===== src/shared/sasc_pkg.sv =====
/*
  Constants, types and helpers shared by the converter scan controller.
  Assumes a 20 MHz ref_clk and a byte-addressed register port.
*/
package sasc_pkg;
  // ----------------------------------------------------------------
  // Timing
  // ----------------------------------------------------------------
  localparam int CLK_MHZ = 20;
  localparam int AMP_PWR_NS = 1000;
  localparam int AMP_RST_NS = 500;
  localparam int AMP_SETTLE_NS = 2000;
  // Least times, rounded up to whole cycles
  localparam int AMP_PWR_CYC = (AMP_PWR_NS * CLK_MHZ + 999) / 1000;
  localparam int AMP_RST_CYC = (AMP_RST_NS * CLK_MHZ + 999) / 1000;
  localparam int AMP_SET_CYC = (AMP_SETTLE_NS * CLK_MHZ + 999) / 1000;
  localparam int AMP_CNT_W = 8;

  // ----------------------------------------------------------------
  // Register map and fields
  // ----------------------------------------------------------------
  localparam logic [7:0] OFS_CMD = 8'h00;
  localparam logic [7:0] OFS_CFG = 8'h04;
  localparam logic [7:0] OFS_FCFG0 = 8'h08;
  localparam logic [7:0] OFS_FCFG1 = 8'h0C;
  localparam logic [7:0] OFS_LPCH = 8'h10;
  localparam logic [7:0] OFS_LPRES0 = 8'h14;
  localparam logic [7:0] OFS_LPRES1 = 8'h18;
  localparam logic [7:0] OFS_STATUS = 8'h1C;
  localparam logic [7:0] OFS_WORD = 8'h20;
  localparam logic [1:0] TBL_PAGE0 = 2'h1;
  localparam logic [1:0] TBL_PAGE1 = 2'h2;
  localparam int CMD_LP_TRIG = 0;
  localparam int CMD_FAST_START = 2;
  localparam int CFG_ROUTE = 0;
  localparam int CFG_AMP_EN = 1;
  localparam int CFG_GND_SHORT = 2;
  localparam int RES_VALID = 16;
  localparam int RES_BUSY = 17;
  localparam int ST_BUSY = 0;
  localparam int ST_DONE = 8;
  localparam logic [7:0] CFG_RST = 8'h00;
  localparam logic [7:0] FCFG_RST = 8'h00;
  localparam logic [7:0] ENTRY_RST = 8'h00;

  // Resolution codes: 9, 10, 11, 12 bits
  localparam logic [1:0] RES_12 = 2'h3;

  // ----------------------------------------------------------------
  // Types
  // ----------------------------------------------------------------
  typedef enum logic [1:0] {MODE_SINGLE, MODE_DOUBLE, MODE_ALT}
    sasc_mode_t;
  typedef struct packed {
    logic [3:0] channel_select;
    logic [1:0] width;
    logic [1:0] atten;
  } sasc_entry_t;
  typedef struct packed {
    logic [3:0] last;
    logic audio_trig;
    logic conv_sel;
    logic [1:0] mode;
  } sasc_fcfg_t;
  typedef struct packed {
    logic valid;
    sasc_entry_t entry;
  } sasc_scan_req_t;
  typedef struct packed {
    logic start;
    sasc_entry_t entry;
  } sasc_conv_req_t;
  typedef struct packed {
    logic done;
    logic [11:0] data;
  } sasc_conv_rsp_t;
  typedef struct packed {
    logic power;
    logic connect;
    logic fb_reset;
    logic short_ref;
    logic short_gnd;
  } sasc_amp_t;

  // Packs one result into the 16-bit stream word
  function automatic logic [15:0] pack_word(input logic [1:0] mode,
    input logic sel, input sasc_entry_t e, input logic [11:0] d);
    if (mode == MODE_DOUBLE || mode == MODE_ALT)
      pack_word = {sel, e.channel_select,
                   (e.width == RES_12) ? d[11:1] : d[10:0]};
    else
      pack_word = {e.channel_select, d};
  endfunction
endpackage


===== src/verilog/sasc_top.sv =====
/*
  Converter scan controller: two low-power single-shot controllers,
  two pattern-table scan controllers, amplifier sequencing and the
  audio-port result path. Assumes two converters that take a start
  pulse with an entry and answer with a done pulse and right-aligned
  data, and a register master that never waits.
*/
// Function
// - Low-power trigger starts one conversion, result readable
// - Low-power side: no scanning, no stream transfer
// - Amplifier reachable only from first low-power controller
// - Fast controllers start scans, never single conversions
// - Sixteen-entry table read in order; repeats only on audio start
// - Entry: channel, resolution, attenuation, eight bits
// - Resolution codes give 9, 10, 11, 12 bits
// - Single mode uses one configured converter
// - Double mode converts on both converters together
// - Alternate mode takes converters in turn
// - Single word: channel 15:12, data 11:0
// - Dual word: converter bit, channel, data 10:0
// - Results truncated to 12 or 11 bits
// - Scan starts by software or audio port
// - Scan completion raises an event
// - Word-select edge triggers; data ready flagged
// - Config bit connects first fast controller results to audio port
// - Amplifier enable powers and connects amplifier first
// - Feedback reset pulse, then reference short
// - First converter starts after amplifier settles
// - Amplifier driven by first low-power controller
`timescale 1ns/1ps
module sasc_top
  import sasc_pkg::*;
(
  // Clock and reset
  input wire logic ref_clk,
  input wire logic nrst,
  // Register port
  input wire logic [7:0] reg_addr,
  input wire logic [31:0] reg_wdata,
  input wire logic reg_wr,
  input wire logic reg_rd,
  output logic [31:0] reg_rdata,
  // Coprocessor conversion triggers
  input wire logic [1:0] conversion_trigger,
  // Converters
  output sasc_conv_req_t [1:0] conv_req,
  input sasc_conv_rsp_t [1:0] conv_rsp,
  // Amplifier
  output sasc_amp_t amp,
  // Audio serial port
  input wire logic audio_ws,
  output logic [15:0] audio_word,
  output logic audio_data_ready,
  // Scan completion events
  output logic [1:0] scan_done
);
  typedef enum logic [1:0] {LP_IDLE, LP_AMP, LP_CONV} sasc_lp_st_t;
  typedef enum logic [1:0] {F_IDLE, F_WAIT, F_CONV, F_EMIT}
    sasc_fs_st_t;

  // ----------------------------------------------------------------
  // Reset release
  // ----------------------------------------------------------------
  logic [1:0] rst_sync_q;
  logic rst_n;

  // Asynchronous assert, two-flop release
  always_ff @(posedge ref_clk or negedge nrst)
    if (!nrst)
      rst_sync_q <= 2'b00;
    else
      rst_sync_q <= {rst_sync_q[0], 1'b1};
  assign rst_n = rst_sync_q[1];

  // ----------------------------------------------------------------
  // Declarations
  // ----------------------------------------------------------------
  logic [7:0] cfg_q;
  sasc_fcfg_t [1:0] fcfg_q;
  sasc_entry_t [1:0] lp_ch_q;
  sasc_entry_t tbl_q [2][16];
  logic [1:0][11:0] lp_res_q;
  logic [1:0] lp_valid_q;
  sasc_lp_st_t lp_q [2];
  logic [1:0] done_q;
  logic [1:0][15:0] word_q;
  logic [1:0] word_v_q;
  sasc_fs_st_t fs_q [2];
  logic [1:0][3:0] idx_q;
  logic [1:0] alt_q;
  logic [1:0] audio_q;
  logic [1:0][1:0] mode_q;
  logic [1:0] sel_q;
  logic [1:0][3:0] last_q;
  logic [1:0][1:0] need_q;
  logic [1:0][1:0] got_q;
  logic [1:0][1:0][11:0] res_q;
  logic ws_prev_q;
  logic ws_edge;
  logic [1:0] lp_trig;
  logic [1:0] fast_start;
  logic [31:0] rd_val;
  logic amp_start;
  logic amp_release;
  logic amp_ready;
  sasc_scan_req_t [1:0][2:0] arb_req;
  logic [1:0][2:0] arb_done;

  // Page hit for pattern-table addresses
  function automatic logic tbl_hit(input logic [7:0] a,
    input logic k);
    tbl_hit = (a[7:6] == (k ? TBL_PAGE1 : TBL_PAGE0));
  endfunction

  // Converters wanted by a step
  function automatic logic [1:0] step_need(input logic [1:0] m,
    input logic sel, input logic alt);
    case (m)
      MODE_DOUBLE: step_need = 2'b11;
      MODE_ALT: step_need = alt ? 2'b10 : 2'b01;
      default: step_need = sel ? 2'b10 : 2'b01;
    endcase
  endfunction

  // ----------------------------------------------------------------
  // Register writes
  // ----------------------------------------------------------------
  // Command bits are pulses, never stored; there is deliberately no
  // single-conversion command for the fast side
  assign lp_trig = conversion_trigger
    | ({2{reg_wr && reg_addr == OFS_CMD}}
       & reg_wdata[CMD_LP_TRIG +: 2]);
  assign fast_start = {2{reg_wr && reg_addr == OFS_CMD}}
    & reg_wdata[CMD_FAST_START +: 2];

  // Configuration registers
  always_ff @(posedge ref_clk or negedge rst_n)
    if (!rst_n)
    begin
      cfg_q <= CFG_RST;
      fcfg_q <= {2{FCFG_RST}};
      lp_ch_q <= '0;
    end
    else if (reg_wr)
    begin
      if (reg_addr == OFS_CFG)
        cfg_q <= reg_wdata[7:0];
      if (reg_addr == OFS_FCFG0)
        fcfg_q[0] <= sasc_fcfg_t'(reg_wdata[7:0]);
      if (reg_addr == OFS_FCFG1)
        fcfg_q[1] <= sasc_fcfg_t'(reg_wdata[7:0]);
      if (reg_addr == OFS_LPCH)
        lp_ch_q <= reg_wdata[15:0];
    end

  // Pattern tables, one aligned word per entry
  always_ff @(posedge ref_clk or negedge rst_n)
    if (!rst_n)
    begin
      for (int k = 0; k < 2; k++)
        for (int i = 0; i < 16; i++)
          tbl_q[k][i] <= ENTRY_RST;
    end
    else if (reg_wr)
      for (int k = 0; k < 2; k++)
        if (tbl_hit(reg_addr, k[0]))
          tbl_q[k][reg_addr[5:2]] <= reg_wdata[7:0];

  // ----------------------------------------------------------------
  // Register reads
  // ----------------------------------------------------------------
  always_comb
  begin
    rd_val = '0;
    case (reg_addr)
      OFS_CFG: rd_val[7:0] = cfg_q;
      OFS_FCFG0: rd_val[7:0] = fcfg_q[0];
      OFS_FCFG1: rd_val[7:0] = fcfg_q[1];
      OFS_LPCH: rd_val[15:0] = lp_ch_q;
      OFS_LPRES0, OFS_LPRES1:
      begin
        rd_val[11:0] = lp_res_q[reg_addr[3]];
        rd_val[RES_VALID] = lp_valid_q[reg_addr[3]];
        rd_val[RES_BUSY] = (lp_q[reg_addr[3]] != LP_IDLE);
      end
      OFS_STATUS:
      begin
        rd_val[ST_BUSY] = (fs_q[0] != F_IDLE);
        rd_val[ST_BUSY + 1] = (fs_q[1] != F_IDLE);
        rd_val[ST_DONE +: 2] = done_q;
      end
      OFS_WORD: rd_val = {word_q[1], word_q[0]};
      default:
        for (int k = 0; k < 2; k++)
          if (tbl_hit(reg_addr, k[0]))
            rd_val[7:0] = tbl_q[k][reg_addr[5:2]];
    endcase
  end

  // Data stand for one cycle only, zero otherwise
  always_ff @(posedge ref_clk or negedge rst_n)
    if (!rst_n)
      reg_rdata <= '0;
    else
      reg_rdata <= reg_rd ? rd_val : '0;

  // ----------------------------------------------------------------
  // Low-power controllers
  // ----------------------------------------------------------------
  // Single shot only; a trigger while busy is dropped. Sequences
  // come from repeated coprocessor triggers, not from here.
  always_ff @(posedge ref_clk or negedge rst_n)
    if (!rst_n)
    begin
      lp_q[0] <= LP_IDLE;
      lp_q[1] <= LP_IDLE;
      lp_res_q <= '0;
      lp_valid_q <= '0;
    end
    else
      for (int k = 0; k < 2; k++)
        case (lp_q[k])
          LP_IDLE:
            if (lp_trig[k])
            begin
              lp_valid_q[k] <= 1'b0;
              // Amplifier path exists on the first controller only
              if (k == 0 && cfg_q[CFG_AMP_EN])
                lp_q[k] <= LP_AMP;
              else
                lp_q[k] <= LP_CONV;
            end
          LP_AMP:
            if (amp_ready)
              lp_q[k] <= LP_CONV;
          LP_CONV:
            if (arb_done[k][2])
            begin
              lp_res_q[k] <= conv_rsp[k].data;
              lp_valid_q[k] <= 1'b1;
              lp_q[k] <= LP_IDLE;
            end
          default:
            lp_q[k] <= LP_IDLE;
        endcase

  // Amplifier runs under the first controller
  assign amp_start = (lp_q[0] == LP_IDLE) && lp_trig[0]
    && cfg_q[CFG_AMP_EN];
  assign amp_release = (lp_q[0] == LP_CONV) && arb_done[0][2];

  sasc_amp_seq u_amp (
    .clk(ref_clk),
    .rst_n(rst_n),
    .start(amp_start),
    .release_amp(amp_release),
    .gnd_short(cfg_q[CFG_GND_SHORT]),
    .amp(amp),
    .ready(amp_ready)
  );

  // ----------------------------------------------------------------
  // Audio port trigger
  // ----------------------------------------------------------------
  always_ff @(posedge ref_clk or negedge rst_n)
    if (!rst_n)
      ws_prev_q <= 1'b0;
    else
      ws_prev_q <= audio_ws;
  // Either edge of word select counts, only while routed
  assign ws_edge = cfg_q[CFG_ROUTE]
    && (audio_ws != ws_prev_q);

  // ----------------------------------------------------------------
  // Fast scan controllers
  // ----------------------------------------------------------------
  // Software start runs one pass; audio start steps per word-select
  // edge and wraps until its trigger bit is cleared
  always_ff @(posedge ref_clk or negedge rst_n)
    if (!rst_n)
    begin
      for (int k = 0; k < 2; k++)
        fs_q[k] <= F_IDLE;
      idx_q <= '0;
      alt_q <= '0;
      audio_q <= '0;
      mode_q <= '0;
      sel_q <= '0;
      last_q <= '0;
      need_q <= '0;
      got_q <= '0;
      res_q <= '0;
      word_q <= '0;
      word_v_q <= '0;
      scan_done <= '0;
    end
    else
      for (int k = 0; k < 2; k++)
      begin
        word_v_q[k] <= 1'b0;
        scan_done[k] <= 1'b0;
        case (fs_q[k])
          F_IDLE:
            if (fast_start[k]
                || (fcfg_q[k].audio_trig && ws_edge))
            begin
              mode_q[k] <= fcfg_q[k].mode;
              sel_q[k] <= fcfg_q[k].conv_sel;
              last_q[k] <= fcfg_q[k].last;
              audio_q[k] <= fcfg_q[k].audio_trig && !fast_start[k];
              idx_q[k] <= '0;
              alt_q[k] <= 1'b0;
              got_q[k] <= '0;
              need_q[k] <= step_need(fcfg_q[k].mode,
                fcfg_q[k].conv_sel, 1'b0);
              fs_q[k] <= F_CONV;
            end
          F_WAIT:
            if (!audio_q[k] || ws_edge)
            begin
              got_q[k] <= '0;
              need_q[k] <= step_need(mode_q[k], sel_q[k], alt_q[k]);
              fs_q[k] <= F_CONV;
            end
          F_CONV:
          begin
            for (int c = 0; c < 2; c++)
              if (arb_done[c][k])
              begin
                got_q[k][c] <= 1'b1;
                res_q[k][c] <= conv_rsp[c].data;
              end
            if (((got_q[k] | {arb_done[1][k], arb_done[0][k]})
                 & need_q[k]) == need_q[k])
              fs_q[k] <= F_EMIT;
          end
          F_EMIT:
          begin
            // One word a cycle, first converter first
            for (int c = 1; c >= 0; c--)
              if (need_q[k][c])
                word_q[k] <= pack_word(mode_q[k], c[0],
                  tbl_q[k][idx_q[k]], res_q[k][c]);
            word_v_q[k] <= 1'b1;
            need_q[k] <= need_q[k][0] ? {need_q[k][1], 1'b0} : 2'b00;
            if (!need_q[k][0] || need_q[k] == 2'b01)
            begin
              idx_q[k] <= idx_q[k] + 1'b1;
              alt_q[k] <= (mode_q[k] == MODE_ALT) && !alt_q[k];
              fs_q[k] <= F_WAIT;
              if (idx_q[k] == last_q[k])
              begin
                idx_q[k] <= '0;
                scan_done[k] <= 1'b1;
                if (!(audio_q[k] && fcfg_q[k].audio_trig))
                  fs_q[k] <= F_IDLE;
              end
            end
          end
          default:
            fs_q[k] <= F_IDLE;
        endcase
      end

  // Sticky completion flags; a new completion beats the clear
  always_ff @(posedge ref_clk or negedge rst_n)
    if (!rst_n)
      done_q <= '0;
    else
      done_q <= (done_q & ~({2{reg_wr && reg_addr == OFS_STATUS}}
                 & reg_wdata[ST_DONE +: 2])) | scan_done;

  // ----------------------------------------------------------------
  // Converter sharing
  // ----------------------------------------------------------------
  always_comb
    for (int c = 0; c < 2; c++)
    begin
      for (int k = 0; k < 2; k++)
      begin
        arb_req[c][k].valid = (fs_q[k] == F_CONV)
          && need_q[k][c] && !got_q[k][c];
        arb_req[c][k].entry = tbl_q[k][idx_q[k]];
      end
      arb_req[c][2].valid = (lp_q[c] == LP_CONV);
      arb_req[c][2].entry = lp_ch_q[c];
    end

  sasc_conv_arb u_arb0 (
    .clk(ref_clk),
    .rst_n(rst_n),
    .req(arb_req[0]),
    .done(arb_done[0]),
    .conv_req(conv_req[0]),
    .conv_rsp(conv_rsp[0])
  );

  sasc_conv_arb u_arb1 (
    .clk(ref_clk),
    .rst_n(rst_n),
    .req(arb_req[1]),
    .done(arb_done[1]),
    .conv_req(conv_req[1]),
    .conv_rsp(conv_rsp[1])
  );

  // ----------------------------------------------------------------
  // Audio port result path
  // ----------------------------------------------------------------
  // Only the first fast controller has the stream path
  always_ff @(posedge ref_clk or negedge rst_n)
    if (!rst_n)
    begin
      audio_word <= '0;
      audio_data_ready <= 1'b0;
    end
    else
    begin
      audio_data_ready <= word_v_q[0] && cfg_q[CFG_ROUTE];
      if (word_v_q[0] && cfg_q[CFG_ROUTE])
        audio_word <= word_q[0];
    end
endmodule


===== src/verilog/sasc_amp_seq.sv =====
/*
  Low-noise amplifier sequencer: power up, feedback reset pulse,
  reference short, settle. Assumes start and release are one-cycle
  pulses from the first low-power controller.
*/
`timescale 1ns/1ps
module sasc_amp_seq
  import sasc_pkg::*;
(
  // Clock and reset
  input wire logic clk,
  input wire logic rst_n,
  // Control
  input wire logic start,
  input wire logic release_amp,
  input wire logic gnd_short,
  // Amplifier pins and status
  output sasc_amp_t amp,
  output logic ready
);
  typedef enum logic [2:0] {A_OFF, A_PWR, A_RST, A_INT, A_RDY}
    sasc_amp_st_t;
  sasc_amp_st_t st_q;
  logic [AMP_CNT_W-1:0] cnt_q;

  // ----------------------------------------------------------------
  // Sequence
  // ----------------------------------------------------------------
  always_ff @(posedge clk or negedge rst_n)
    if (!rst_n)
    begin
      st_q <= A_OFF;
      cnt_q <= '0;
    end
    else if (release_amp)
    begin
      st_q <= A_OFF;
      cnt_q <= '0;
    end
    else
    begin
      cnt_q <= cnt_q + 1'b1;
      case (st_q)
        A_OFF:
          if (start)
          begin
            st_q <= A_PWR;
            cnt_q <= '0;
          end
        A_PWR:
          if (cnt_q == AMP_CNT_W'(AMP_PWR_CYC - 1))
          begin
            st_q <= A_RST;
            cnt_q <= '0;
          end
        A_RST:
          if (cnt_q == AMP_CNT_W'(AMP_RST_CYC - 1))
          begin
            st_q <= A_INT;
            cnt_q <= '0;
          end
        A_INT:
          if (cnt_q == AMP_CNT_W'(AMP_SET_CYC - 1))
            st_q <= A_RDY;
        A_RDY:
          cnt_q <= '0;
        default:
          st_q <= A_OFF;
      endcase
    end

  // Pin levels follow the state; ground short only if software asks
  always_comb
  begin
    amp.power = (st_q != A_OFF);
    amp.connect = (st_q != A_OFF);
    amp.fb_reset = (st_q == A_RST);
    amp.short_ref = (st_q == A_INT || st_q == A_RDY) && !gnd_short;
    amp.short_gnd = (st_q == A_INT || st_q == A_RDY) && gnd_short;
  end
  assign ready = (st_q == A_RDY);
endmodule


===== src/verilog/sasc_conv_arb.sv =====
/*
  Shares one converter among three requesters: fast one, fast two,
  low-power. Assumes a requester holds valid until it sees done.
*/
`timescale 1ns/1ps
module sasc_conv_arb
  import sasc_pkg::*;
(
  // Clock and reset
  input wire logic clk,
  input wire logic rst_n,
  // Requesters
  input sasc_scan_req_t [2:0] req,
  output logic [2:0] done,
  // Converter
  output sasc_conv_req_t conv_req,
  input sasc_conv_rsp_t conv_rsp
);
  typedef enum logic [1:0] {OWN_NONE, OWN_0, OWN_1, OWN_2}
    sasc_own_t;
  sasc_own_t own_q;

  // ----------------------------------------------------------------
  // Grant, fixed priority; held until the result comes back
  // ----------------------------------------------------------------
  always_ff @(posedge clk or negedge rst_n)
    if (!rst_n)
    begin
      own_q <= OWN_NONE;
      conv_req <= '0;
    end
    else
    begin
      conv_req.start <= 1'b0;
      case (own_q)
        OWN_NONE:
          for (int i = 2; i >= 0; i--)
            if (req[i].valid)
            begin
              own_q <= sasc_own_t'(2'(i + 1));
              conv_req.start <= 1'b1;
              conv_req.entry <= req[i].entry;
            end
        default:
          if (conv_rsp.done)
            own_q <= OWN_NONE;
      endcase
    end

  // Completion goes only to the owner
  always_comb
    for (int i = 0; i < 3; i++)
      done[i] = conv_rsp.done && (own_q == sasc_own_t'(2'(i + 1)));
endmodule


===== config.mk =====
export PLATFORM = sky130hd
export DESIGN_NAME = sasc_top
export DESIGN_NICKNAME = d
export VERILOG_FILES = /design/src/shared/sasc_pkg.sv /design/src/verilog/sasc_top.sv /design/src/verilog/sasc_amp_seq.sv /design/src/verilog/sasc_conv_arb.sv
export SDC_FILE = /design/constraint.sdc
export NUM_CORES = 1
export LEC_CHECK = 0
export BUFFER_PORTS_ARGS = -buffer_cell sky130_fd_sc_hd__clkbuf_2
export CAP_MARGIN = 5
export CORE_ASPECT_RATIO = 0.9
export CORE_MARGIN = 2
export CORE_UTILIZATION = 64
export CTS_BUF_LIST = sky130_fd_sc_hd__clkbuf_4
export DETAILED_ROUTE_END_ITERATION = 10
export PLACE_DENSITY = 0.83
export SLEW_MARGIN = 20
export SYNTH_ARGS = -nofsm -noshare
export SYNTH_HDL_FRONTEND = slang
export SYNTH_SLANG_ARGS = --single-unit
export TNS_END_PERCENT = 20

===== constraint.sdc =====
create_clock -name ref_clk -period 22.6 [get_ports ref_clk]
set_input_delay 3.39 -clock ref_clk [delete_from_list [all_inputs] [get_ports ref_clk]]
set_output_delay 3.39 -clock ref_clk [all_outputs]
set_load 0.02 [all_outputs]

==> impl_metrics.py <==
metrics = {
    "cts": {
        "root_buffer": "clkbuf_4",
        "cts.htree.levels": 4,
        "clkLatencyLatePin_ns": 0.88,
        "cts_tree": "built",
        "postCtsSetupBuffers": 0,
        "ctsHoldBuffers": 0,
        "post_cts_resized": 0,
        "clk_pin_slew_ns": 0.07,
        "cts_inserted_buffers": 135,
        "clock_sinks": 533,
        "cts_max_path_buffers": 3,
    },
    "routing": {
        "drt_iter0_markers": 2169,
        "drcViolationCount": 0,
        "drtPass1Iterations": 6,
        "wl_per_cell_um": 26.6,
        "avgViaCountPerCell": 6.85,
        "via_count": 19100,
        "ant_nets": 0,
        "drt_wl_total_mm": 74.3,
    },
    "cells_and_area": {
        "drive_gt1_frac": 0.411,
        "final_nets": 2245,
        "final_cells": 2794,
        "nFillCells": 2782,
        "finalInstanceArea_um2": 29100,
        "syn2layout_area_growth_pct": 9.78,
    },
    "floorplan": {
        "io_pins": 147,
        "rows": 70,
        "die_w_um": 218,
        "start_util": 0.650,
        "core_area_um2": 40700,
        "chipHeight_um": 197,
        "die-area_um2": 43000,
    },
    "synth": {
        "synth_top_cell_area_share": 0.504,
        "yosysSeqAreaShare": 0.504,
        "synthTopCellsByCount": "dfrtp_1 (533), mux2_2 (402), mux4_2 (121)",
        "synth_cell_types": 79,
        "synth_warnings": 0,
        "synth_compound_area_frac": 0.0818,
        "syn-cell-area_um2": 26500,
        "syn_inst": 2003,
        "synth_most_common_cell": "dfrtp_1",
        "synth_top_family_by_area": "multiplexers",
        "synthSimpleGateAreaFrac": 0.0673,
        "synth-edff-count": 0,
        "yosys.area.top_type": "dfrtp_1",
        "syn-num-nets": 2086,
        "synth_adder_area_share": 0.00473,
        "ys_seq_elements": 533,
        "synth.area.mux_share": 0.310,
        "synth_top_flop_cell": "dfrtp_1",
        "async_reset_ff_frac": 1.00,
        "synthTopCellsByArea": "dfrtp_1 (50%), mux2_2 (17%), mux4_2 (10%)",
        "synth_xor_area_frac": 0.00529,
        "syn_avg_cell_area_um2": 13.2,
    },
    "grt": {
        "antenna_found_initial": 4,
        "top_usage_layer": "met2",
        "grt_pass1_vias": 19200,
        "grt_pass1_wl_mm": 113,
        "grt_use_met1": 0.504,
        "grt_max_degree": 182,
        "gr-total-overflow": 0,
        "track_usage": 0.355,
        "grtUsageMet3": 0.124,
        "grt_use_met2": 0.509,
    },
    "placed_design": {
        "place_area_um2": 27400,
        "dp_hpwl_mm": 50.4,
        "pre_cts_ws_ns": 15.56,
        "io_buffers": 130,
        "place.gp.congestion": 0.952,
        "place_inst": 2565,
    },
    "setup_path": {
        "crit_required_ns": 23.34,
        "r2r_cells": 6,
        "critPathKind": "input pin to flip-flop",
        "critPathLaunchType": "input pin",
        "worst-path-max-fanout": 50,
        "end_kind": "flip-flop",
        "worstPathArrival_ns": 6.96,
    },
    "hold_path": {
        "min_path_cells": 0,
        "holdCritPathClass": "flip-flop to flip-flop",
    },
    "job": {
        "cap_violations": 0,
    },
    "timing": {
        "slew_headroom": 0.224,
        "whs_ns": 0.361,
        "fmax_mhz": 161,
        "timing.final.ws_setup_ns": 16.38,
        "period_share": 0.275,
        "setup_viol": 0,
        "finalCriticalPeriod_ns": 6.22,
        "rsz0062_at_grt": "false",
        "fin_setup_tns_ns": 0,
        "hold_viol_final": 0,
        "worstMarginPinSlew_ns": 1.16,
        "maxSlewViolCount": 0,
        "skew_ns": 0.0417,
    },
    "power": {
        "leakage_nw": 13.2,
        "powerDensity_nw_per_um2": 99.6,
        "ir_drop_mv": 0.103,
    },
    "outcome": {
        "status": "complete, no violations",
    },
}
## placed cells by master (no fill, tap or decap), types with 7 or more instances in the layout
master and instances:
dfrtp_1 530, mux2_2 402, clkbuf_4 195, clkbuf_2 128, mux4_2 121, nor2_1 115, mux2i_1 90, nand2_1 88
o21ai_0 44, a21oi_1 44, a22oi_1 41, nand3_1 39, and3_1 31, buf_4 30, inv_1 29, clkinv_1 19
o211ai_1 17, nand2b_1 15, nor3_1 14, nor2b_1 14, a221oi_1 14, xnor2_1 13, o22ai_1 11, a221o_1 11
ha_1 10, nor2_2 9, a222oi_1 9, o221ai_1 9, inv_2 9, and2_1 8, a31oi_1 8, o311ai_2 8
a211oi_1 7, a22o_1 7, nand4_1 7
## power by group
group	internal [mW]	switching [mW]	leakage [nW]
logic	0.345	0.401	5.19
registers	1.15	0.196	7.00
clock network	0.405	0.392	0.986
## worst paths after layout
path | startpoint | endpoint | slack, ns
worst min-delay path | rst_sync_q[0]$_DFF_PN0_ | rst_sync_q[1]$_DFF_PN0_ | 0.36
worst min register to register | rst_sync_q[0]$_DFF_PN0_ | rst_sync_q[1]$_DFF_PN0_ | 0.36
max in group asynchronous | rst_sync_q[1]$_DFF_PN0_ | reg_rdata[18]$_DFF_PN0_ | 19.82
min in group asynchronous | rst_sync_q[1]$_DFF_PN0_ | audio_word[13]$_DFFE_PN0P_ | 0.43
worst max-delay path | reg_addr[2] | tbl_q[147]$_DFFE_PN0P_ | 16.38
worst max register to register | idx_q[4]$_DFFE_PN0P_ | u_arb1.conv_req[7]$_DFFE_PN0P_ | 19.16
## worst max-delay path, stage by stage
cell     delay, ns
buf_4         0.45
buf_4         0.81
nor2b_1       0.66
nand2_1       0.22
nor2_1        0.92
mux2_2        0.42
## registers in the layout, summed over array words and instances (netlist names), 16 cells and up
| register | flops |
|---|---|
| tbl_q | 256 |
| res_q | 48 |
| reg_rdata | 32 |
| word_q | 32 |
| lp_res_q | 24 |
| arb_req | 16 |
| audio_word | 16 |
| fcfg_q | 16 |
## layer usage
metal  vias up  share of wire  routed length, um
met5         -        0.00034                 25
met4         4          0.033               2480
met3       207           0.12               8870
met2      1203           0.45              33500
met1      9769           0.40              29500
li1       7954              -                  -
## layout make-up
| cell class | instances | area (um2) | area share |
|---|---|---|---|
| sequential | 533 | 13300 | 0.459 |
| inverter | 30 | 113 | 0.00387 |
| tap | 540 | 676 | 0.0232 |
| multi-input combinational | 1303 | 12400 | 0.428 |
| clock buffer | 195 | 1460 | 0.0504 |
| clock inverter | 30 | 141 | 0.00486 |
| timing repair buffer | 159 | 886 | 0.0305 |
| antenna | 4 | 10.0 | 0.000344 |
## stage by stage
| step | utilization | total power, mW |
|---|---|---|
| floorplan | - | 1.84 |
| global placement | 0.674 | 2.04 |
| detailed placement | 0.674 | 2.09 |
| CTS | 0.713 | 2.88 |
| global route | 0.714 | 3.03 |
| finish | 0.714 | 2.89 |
## kinds of logic (layout without fill, tap and decap cells)
family,after synthesis,in the layout
flip-flops,533,533
AND/OR/NAND/NOR,367,367
AO/OA/AOI/OAI,293,293
buffers and inverters,167,414
XOR/XNOR,16,16
other,1,5
adder cells (fa/ha/maj),10,10
multiplexers,616,616
(Power assumes the default switching activity.)
